File: src/core/adc_ctrl_pkg.sv
// Constants, types and register map of the converter control block.
// Assumes a single 200 MHz clock and a synchronous active-low system reset.
package adc_ctrl_pkg;

   // Result layout: nominal code plus overrange bit on top
   localparam int CODE_W = 12;
   localparam int RAW_W  = 14;
   localparam int RES_W  = CODE_W + 1;

   localparam logic signed [RAW_W-1:0] FULL_SCALE = 14'sh0fff;
   localparam logic [CODE_W-1:0]       CODE_ONES  = 12'hfff;
   localparam logic [CODE_W-1:0]       CODE_ZERO  = 12'h000;
   localparam logic [CODE_W-1:0]       OFFSET_RST = 12'h000;

   // Conversion time, rounded up to whole clock cycles
   localparam int CLK_PERIOD_PS = 5000;
   localparam int CONV_TIME_NS  = 300;
   localparam int CONV_CYC      = (CONV_TIME_NS * 1000 + CLK_PERIOD_PS - 1) / CLK_PERIOD_PS;
   localparam int CNT_W         = $clog2(CONV_CYC + 1);
   typedef logic [CNT_W-1:0] cnt_t;
   localparam cnt_t CONV_LAST   = cnt_t'(CONV_CYC - 1);

   // Wishbone register byte offsets
   localparam int              ADR_W      = 4;
   localparam logic [ADR_W-1:0] REG_STATUS = 4'h0;
   localparam logic [ADR_W-1:0] REG_OFFSET = 4'h4;
   localparam logic [ADR_W-1:0] REG_RESULT = 4'h8;
   localparam logic [ADR_W-1:0] REG_CTRL   = 4'hc;

   // Status and control bit positions
   localparam int ST_BUSY_BIT   = 0;
   localparam int ST_HOLD_BIT   = 1;
   localparam int ST_PEND_BIT   = 2;
   localparam int ST_RSTPIN_BIT = 3;
   localparam int ST_BUFV_BIT   = 4;
   localparam int CTRL_START_BIT = 0;

   typedef enum {ST_IDLE, ST_CONV, ST_LATCH} conv_state_e;

   typedef struct packed {
      logic              over;
      logic [CODE_W-1:0] code;
   } result_s;

endpackage

File: src/core/result_fifo.sv
// Small result buffer with valid/ready on both sides.
// Assumes one clock and synchronous active-low reset.
`timescale 1ns/100ps
`default_nettype none
module result_fifo #(
   parameter int W     = 13,
   parameter int DEPTH = 2
) (
   input  wire logic         clk_i,
   input  wire logic         resetn_i,
   input  wire logic         in_valid_i,
   output logic              in_ready_o,
   input  wire logic [W-1:0] in_data_i,
   output logic              out_valid_o,
   input  wire logic         out_ready_i,
   output logic [W-1:0]      out_data_o
);
   localparam int PW = $clog2(DEPTH);
   localparam int CW = $clog2(DEPTH + 1);

   if (DEPTH < 2 || (DEPTH & (DEPTH - 1)) != 0) begin : g_bad_depth
      $error("result_fifo DEPTH must be a power of two, at least 2");
   end

   logic [W-1:0]  mem_r [DEPTH];
   logic [PW-1:0] wr_ptr_r;
   logic [PW-1:0] rd_ptr_r;
   logic [CW-1:0] count_r;
   logic          push;
   logic          pop;

   // Honest full and empty straight from the occupancy count
   assign in_ready_o  = (count_r != CW'(DEPTH));
   assign out_valid_o = (count_r != '0);
   assign out_data_o  = mem_r[rd_ptr_r];
   assign push        = in_valid_i & in_ready_o;
   assign pop         = out_valid_o & out_ready_i;

   // Storage writes; no reset needed on the data words
   always_ff @(posedge clk_i) begin
      if (push) begin
         mem_r[wr_ptr_r] <= in_data_i;
      end
   end

   // Pointers and count
   always_ff @(posedge clk_i) begin
      if (!resetn_i) begin
         wr_ptr_r <= '0;
         rd_ptr_r <= '0;
         count_r  <= '0;
      end else begin
         if (push) begin
            wr_ptr_r <= wr_ptr_r + PW'(1);
         end
         if (pop) begin
            rd_ptr_r <= rd_ptr_r + PW'(1);
         end
         if (push && !pop) begin
            count_r <= count_r + CW'(1);
         end else if (pop && !push) begin
            count_r <= count_r - CW'(1);
         end
      end
   end
endmodule
`default_nettype wire

File: src/core/adc_conv_ctrl.sv
// Digital control of a successive-approximation converter: start, reset
// pin, clipping, output latch, offset register and Wishbone access.
// Assumes all pins are synchronous to clk_i; sample_i stands in for the
// comparator's raw signed result of the held input.
//
// The Wishbone register port and the register offsets are this design's own decisions.
`timescale 1ns/100ps
`default_nettype none
module adc_conv_ctrl
   import adc_ctrl_pkg::*;
#(
   parameter int BUF_DEPTH = 2
) (
   input  wire logic                    clk_i,
   input  wire logic                    resetn_i,
   input  wire logic                    wb_cyc_i,
   input  wire logic                    wb_stb_i,
   input  wire logic                    wb_we_i,
   input  wire logic [ADR_W-1:0]        wb_adr_i,
   input  wire logic [3:0]              wb_sel_i,
   input  wire logic [31:0]             wb_dat_i,
   output logic [31:0]                  wb_dat_o,
   output logic                         wb_ack_o,
   input  wire logic                    adc_reset_n_i,
   input  wire logic                    convert_start_i,
   input  wire logic                    saturate_enable_i,
   input  wire logic                    op_select_a_i,
   input  wire logic                    op_select_b_i,
   input  wire logic signed [RAW_W-1:0] sample_i,
   input  wire logic                    cs_n_i,
   input  wire logic                    rd_n_i,
   input  wire logic                    write_i,
   input  wire logic [RES_W-1:0]        data_i,
   output logic [RES_W-1:0]             data_o,
   output logic                         data_oe_o,
   output logic                         busy_o,
   output logic                         track_hold_o,
   output result_s                      result_o,
   output logic                         result_valid_o,
   input  wire logic                    result_ready_i
);

   if (BUF_DEPTH < 2) begin : g_bad_buf
      $error("adc_conv_ctrl BUF_DEPTH must be at least 2");
   end

   conv_state_e              state_r;
   cnt_t                     cnt_r;
   logic signed [RAW_W-1:0]  held_r;
   result_s                  result_r;
   result_s                  out_reg_r;
   logic                     pend_r;
   logic [CODE_W-1:0]        offset_r;
   logic                     cs_prev_r;
   logic                     rst_prev_r;
   logic                     wr_prev_r;
   logic                     ack_r;
   logic [31:0]              dat_r;
   logic                     mode_two;
   logic                     start_fall;
   logic                     rst_fall;
   logic                     wr_fall;
   logic                     wb_req;
   logic                     wb_wr;
   logic                     soft_start;
   logic                     start_ok;
   logic                     conv_done;
   logic                     push;
   logic                     buf_in_ready;
   logic [31:0]              rd_word;

   // Mode two only when select b alone is high; all else runs mode one
   assign mode_two   = op_select_b_i & ~op_select_a_i;
   assign start_fall = cs_prev_r & ~convert_start_i;
   assign rst_fall   = rst_prev_r & ~adc_reset_n_i;
   assign wr_fall    = wr_prev_r & ~write_i & ~cs_n_i;
   assign wb_req     = wb_cyc_i & wb_stb_i & ~ack_r;
   assign wb_wr      = wb_cyc_i & wb_stb_i & wb_we_i & ack_r; // Lands at the ack edge
   assign soft_start = wb_wr & (wb_adr_i == REG_CTRL) & wb_sel_i[0] & wb_dat_i[CTRL_START_BIT];
   assign conv_done  = (state_r == ST_CONV) && (cnt_r == '0);

   // A start with a result still waiting needs buffer room for it,
   // otherwise the edge is refused rather than losing a word
   assign start_ok = (start_fall | soft_start) & adc_reset_n_i
                     & (state_r == ST_IDLE) & (~pend_r | buf_in_ready);

   // Result enters the output register and the buffer together
   assign push = ((state_r == ST_LATCH) & buf_in_ready)
               | (start_ok & pend_r);

   // Pin side outputs
   assign busy_o       = (state_r == ST_IDLE);
   assign track_hold_o = (state_r == ST_CONV);
   assign data_o       = out_reg_r;
   assign data_oe_o    = ~cs_n_i & ~rd_n_i & ~write_i;
   assign wb_ack_o     = ack_r;
   assign wb_dat_o     = dat_r;

   // Saturate_enable or pass the raw result; overrange bit reports except on a negative result clipped to zero
   function automatic result_s saturate_enable_fn(input logic signed [RAW_W-1:0] raw,
                                       input logic sat);
      result_s r;
      r.over = 1'b0;
      r.code = raw[CODE_W-1:0];
      if (raw > FULL_SCALE) begin
         r.over = 1'b1;
         if (sat) begin
            r.code = CODE_ONES;
         end
      end else if (raw < 0) begin
         r.over = 1'b1;
         if (sat) begin
            r.over = 1'b0;
            r.code = CODE_ZERO;
         end
      end
      return r;
   endfunction

   // Edge detectors for the pin inputs
   always_ff @(posedge clk_i) begin
      if (!resetn_i) begin
         cs_prev_r  <= 1'b1;
         rst_prev_r <= 1'b1;
         wr_prev_r  <= 1'b0;
      end else begin
         cs_prev_r  <= convert_start_i;
         rst_prev_r <= adc_reset_n_i;
         wr_prev_r  <= write_i;
      end
   end

   // Conversion sequencer; the reset pin overrides everything
   always_ff @(posedge clk_i) begin
      if (!resetn_i || !adc_reset_n_i) begin
         state_r <= ST_IDLE;
         cnt_r   <= '0;
      end else begin
         unique case (state_r)
            ST_IDLE: begin
               if (start_ok) begin
                  state_r <= ST_CONV;
                  cnt_r   <= CONV_LAST;
               end
            end
            ST_CONV: begin
               if (cnt_r == '0) begin
                  state_r <= mode_two ? ST_IDLE : ST_LATCH;
               end else begin
                  cnt_r <= cnt_r - cnt_t'(1);
               end
            end
            ST_LATCH: begin
               if (buf_in_ready) begin
                  state_r <= ST_IDLE;
               end
            end
         endcase
      end
   end

   // Hold the input at the start edge, then form the result
   always_ff @(posedge clk_i) begin
      if (!resetn_i) begin
         held_r   <= '0;
         result_r <= '0;
      end else begin
         if (start_ok) begin
            held_r <= sample_i;
         end
         if (conv_done) begin
            result_r <= saturate_enable_fn(held_r, saturate_enable_i);
         end
      end
   end

   // Mode two keeps a finished result pending until the next start
   always_ff @(posedge clk_i) begin
      if (!resetn_i || !adc_reset_n_i) begin
         pend_r <= 1'b0;
      end else if (conv_done && mode_two) begin
         pend_r <= 1'b1;
      end else if (push) begin
         pend_r <= 1'b0;
      end
   end

   // Output register, read by the host over the data pins
   always_ff @(posedge clk_i) begin
      if (!resetn_i) begin
         out_reg_r <= '0;
      end else if (push) begin
         out_reg_r <= result_r;
      end
   end

   // Offset word: pin write wins over a bus write in the same cycle
   always_ff @(posedge clk_i) begin
      if (!resetn_i || rst_fall) begin
         offset_r <= OFFSET_RST;
      end else if (!adc_reset_n_i) begin
         offset_r <= offset_r;
      end else if (wr_fall) begin
         offset_r <= data_i[CODE_W-1:0];
      end else if (wb_wr && wb_adr_i == REG_OFFSET) begin
         if (wb_sel_i[0]) begin
            offset_r[7:0] <= wb_dat_i[7:0];
         end
         if (wb_sel_i[1]) begin
            offset_r[CODE_W-1:8] <= wb_dat_i[CODE_W-1:8];
         end
      end
   end

   // Register read mux; unmapped offsets read as zero
   always_comb begin
      rd_word = '0;
      unique case (wb_adr_i)
         REG_STATUS: begin
            rd_word[ST_BUSY_BIT]   = busy_o;
            rd_word[ST_HOLD_BIT]   = track_hold_o;
            rd_word[ST_PEND_BIT]   = pend_r;
            rd_word[ST_RSTPIN_BIT] = adc_reset_n_i;
            rd_word[ST_BUFV_BIT]   = result_valid_o;
         end
         REG_OFFSET: rd_word[CODE_W-1:0] = offset_r;
         REG_RESULT: rd_word[RES_W-1:0]  = out_reg_r;
         default:    rd_word = '0;
      endcase
   end

   // Classic Wishbone: one wait state, ack for every address
   always_ff @(posedge clk_i) begin
      if (!resetn_i) begin
         ack_r <= 1'b0;
         dat_r <= '0;
      end else begin
         ack_r <= wb_req;
         if (wb_req && !wb_we_i) begin
            dat_r <= rd_word;
         end
      end
   end

   // Stream of latched results; in mode one a stalled reader holds busy low
   result_fifo #(
      .W     (RES_W),
      .DEPTH (BUF_DEPTH)
   ) u_buf (
      .clk_i       (clk_i),
      .resetn_i    (resetn_i),
      .in_valid_i  (push),
      .in_ready_o  (buf_in_ready),
      .in_data_i   (result_r),
      .out_valid_o (result_valid_o),
      .out_ready_i (result_ready_i),
      .out_data_o  (result_o)
   );
endmodule
`default_nettype wire

File: config.mk
export PLATFORM = sky130hd
export DESIGN_NAME = adc_conv_ctrl
export DESIGN_NICKNAME = d
export VERILOG_FILES = /design/src/core/adc_ctrl_pkg.sv /design/src/core/result_fifo.sv /design/src/core/adc_conv_ctrl.sv
export SDC_FILE = /design/constraint.sdc
export NUM_CORES = 1
export LEC_CHECK = 0
export ABC_AREA = 0
export BUFFER_PORTS_ARGS = -buffer_cell sky130_fd_sc_hd__buf_2
export CAP_MARGIN = 20
export CORE_UTILIZATION = 55
export CTS_BUF_LIST = sky130_fd_sc_hd__clkbuf_16
export CTS_CLUSTER_SIZE = 24
export DETAILED_ROUTE_END_ITERATION = 10
export GPL_TIMING_DRIVEN = 0
export PLACE_DENSITY = 0.84
export SYNTH_ARGS = -nofsm -noshare
export SYNTH_HDL_FRONTEND = slang
export SYNTH_HIERARCHICAL = 1
export SYNTH_SLANG_ARGS = --single-unit
File: constraint.sdc
create_clock -name clk_i -period 6.57 [get_ports clk_i]
set_input_delay 0.9855 -clock clk_i [delete_from_list [all_inputs] [get_ports clk_i]]
set_output_delay 0.9855 -clock clk_i [all_outputs]
set_load 0.03 [all_outputs]
==> flow_metrics.env <==
export IMPL_antenna_found_initial=0
export IMPL_crit_type="in -> reg"
export IMPL_synth_ff_type="dfxtp_1"
export IMPL_cp_required_ns=6.85
export IMPL_status="complete, but fails checks"
export IMPL_rsz0062_at_grt="false"
export IMPL_arrival_ns=3.37
export IMPL_crit_chain="clkbuf_1 > and3_1 > a21oi_1 > a21o_1 > buf_2 > clkbuf_1 > inv_1 > and2_1 > ha_1 > or3_1 > a21boi_1"
export IMPL_design_area_sq_um=5872
export IMPL_final_common_cell="buf_2"
export IMPL_ir_drop_uv=163.6
export IMPL_drive_gt1_share_pct=28.50
export IMPL_cap_viol_max_count=0
export IMPL_synth_area_sq_um=4895
export IMPL_holdPathStages=2
export IMPL_wirelength_mm=11.60
export IMPL_path_max_fanout=10
export IMPL_fmax_ghz=0.3229
export IMPL_grt_pass1_wl_mm=18.36
export IMPL_finClkSkew_ns=0.008501
export IMPL_cts_hold_buf=0
export IMPL_hold_violations=0
export IMPL_cts_buffer_depth=2
export IMPL_ant_nets=0
export IMPL_cp_end_kind="flip-flop"
export IMPL_portBuffers=98
export IMPL_cp_start_kind="primary input"
export IMPL_area_growth_syn_to_layout_pct=19.96
export IMPL_final_cells=729
export IMPL_tightest_slew_ns=0.8861
export IMPL_synth_distinct_cells=60
export IMPL_worst_slack_ns=3.473
export IMPL_async_reset_ff_share_pct=0
export IMPL_dieArea_sq_um=9280
export IMPL_avgSynthCellArea_sq_um=10.01
export IMPL_place_ws_ns=3.153
export IMPL_core_area_sq_um=8678
export IMPL_ys_seq_elements=109
export IMPL_regArea_sq_um=2442
export IMPL_slew_viol_final=0
export IMPL_violations="DRC"
export IMPL_rr_endpoint="u_buf/count_r[1]"
export IMPL_ctsResizeCount=0
export IMPL_p_leak_nw=2.337
export IMPL_numCtsBuffers=9
export IMPL_initial_core_util_pct=56.40
export IMPL_cts_tree="built"
export IMPL_min_to="held_r[0]"
export IMPL_fillerInstances=698
export IMPL_finalWeightedCongestion=0.8873
export IMPL_rows=34
export IMPL_synth_edf_count=26
export IMPL_slowest_stage="or3_1"
export IMPL_clkSlewWorstSetupHoldPaths_ns=0.07
export IMPL_syn_instance_count=489
export IMPL_post_cts_buffers=0
export IMPL_place_area_sq_um=5588
export IMPL_r2r_start="state_r[0]"
export IMPL_die_w_microns=96.34
export IMPL_antennaDiodeCount=0
export IMPL_max_slew_margin_pct=40.48
export IMPL_track_usage_pct=26.39
export IMPL_drc=1
export IMPL_fin_tns_setup_ns=0
export IMPL_cts_htree_levels=3
export IMPL_drtIter0Drc=322
export IMPL_io_pins=144
export IMPL_die_height_microns=96.34
export IMPL_hold_class="reg -> reg"
export IMPL_dp_cells=713
export IMPL_yosysWarnings=6
export IMPL_final_cell_mix="buf_2, dfxtp_1, nand2_1, o21ai_0, nand3_1"
export IMPL_fin_crit_sh_pct=47.13
export IMPL_rr_worst_depth=12
export IMPL_pwr_density_cell_nw_per_um2=238.4
export IMPL_cts_sinks=109
export IMPL_reg2reg_setup_slack_ns=3.58
export IMPL_hold_ws_ns=0.4702
export IMPL_fin_crit_ns=3.097
export IMPL_startpoint="adc_reset_n_i"
export IMPL_insertion_delay_ns=0.35
export IMPL_root_buffer="clkbuf_16"
export IMPL_grt_max_degree=21
export IMPL_dr_pass1_iters=8
export IMPL_dpl_hpwl_mm=8.581
export IMPL_wl_per_cell_microns=15.91
export IMPL_avgViaCountPerCell=5.593
export IMPL_fin_nets=703
export IMPL_cpPeakStageDelay_ns=0.35
export IMPL_grt_pass1_vias=3778
export IMPL_grt_overflow=0
export IMPL_multi_input_area_sq_um=2188
export IMPL_ys_seq_area_share_pct=49.90
export IMPL_setup_viol=0
export IMPL_vias=4077
export IMPL_path_common_cell="clkbuf_1"
export IMPL_hp_start="held_r[0]"
-- registers in the layout (all words and copies together) (netlist names), named ones only --
register / flops
cnt_r: 6
cs_prev_r: 1
data_o: 13
held_r: 14
offset_r: 12
pend_r: 1
result_r: 13
rst_prev_r: 1
state_r: 2
u_buf/count_r: 2
u_buf/mem_r: 26
u_buf/rd_ptr_r: 1
u_buf/wr_ptr_r: 1
wb_ack_o: 1
wb_dat_o: 13
wr_prev_r: 1
-- final cells by class --
cell class,instances,share of cell area [%]
Buffer,50,5.135
Timing Repair Buffer,98,8.353
Tap cell,108,2.301
Sequential cell,109,41.59
Clock inverter,7,1.001
Inverter,8,0.5114
Clock buffer,9,3.836
Multi-Input combinational cell,340,37.27
-- cell families after synthesis --
kind of cell             count (synthesis)  share of synthesized area (%)
AO/OA/AOI/OAI                          115                          16.41
XOR/XNOR                                 3                         0.5369
buffers and inverters                   58                          6.774
flip-flops                             109                          49.90
adder cells (fa/ha/maj)                  6                          1.534
other                                    1                        0.07661
multiplexers                            31                          6.697
AND/OR/NAND/NOR                        166                          18.07
-- metal layers --
layer  wire [microns]  part of all wire (%)  up-vias  global-route usage (%)
met3              752                   6.5       24                   5.845
met2             5839                    50      146                   45.39
met1             4759                    41     1923                   32.67
met4              246                   2.1        0                   8.946
met5                0                     0        -                       0
li1                 -                     -     1984                       -
-- per-stage QoR --
| step | total power, mW | utilization [%] |
|---|---|---|
| global route | 1.449 | 67.66 |
| global placement | 0.8956 | 64.39 |
| CTS | 1.406 | 67.66 |
| floorplan | 0.8495 | - |
| detailed placement | 0.9005 | 64.39 |
| finish | 1.400 | 67.66 |
-- power by group --
| group | switching, mW | internal [mW] |
|---|---|---|
| logic | 0.108 | 0.0709 |
| clock network | 0.249 | 0.264 |
| registers | 0.0111 | 0.697 |
-- worst max-delay path, delay by kind of cell --
family,cells,cell delay (ns)
AO/OA/AOI/OAI,3,0.38
adder cells (fa/ha/maj),1,0.34
AND/OR/NAND/NOR,3,0.78
buffers and inverters,4,0.87
-- worst max path at each step --
stage                                  end  slack, ns  cells after the start
after floorplan           u_buf/count_r[1]       3.55                     11
after global placement    u_buf/count_r[1]       3.22                     11
after detailed placement  u_buf/count_r[1]       3.15                     11
after CTS                 u_buf/count_r[1]       3.49                     11
after global routing      u_buf/count_r[1]       3.25                     11
final                     u_buf/count_r[1]       3.47                     11
-- cells in the mapped netlist (10+ instances only) --
cell type  number  share of area (%)
a211oi_1       12                1.8
a21boi_1       10                1.5
buf_4          21                3.2
clkbuf_1       17                1.3
dfxtp_1        83                 34
edfxtp_1       26                 16
mux2_2         14                3.2
mux2i_1        17                3.5
nand2_1        55                4.2
nand3_1        29                3.0
nor2_1         21                1.6
nor2b_1        11                1.4
o211ai_1       13                2.0
o21ai_0        32                3.3
Note: power is estimated with default switching activity, not from simulation.
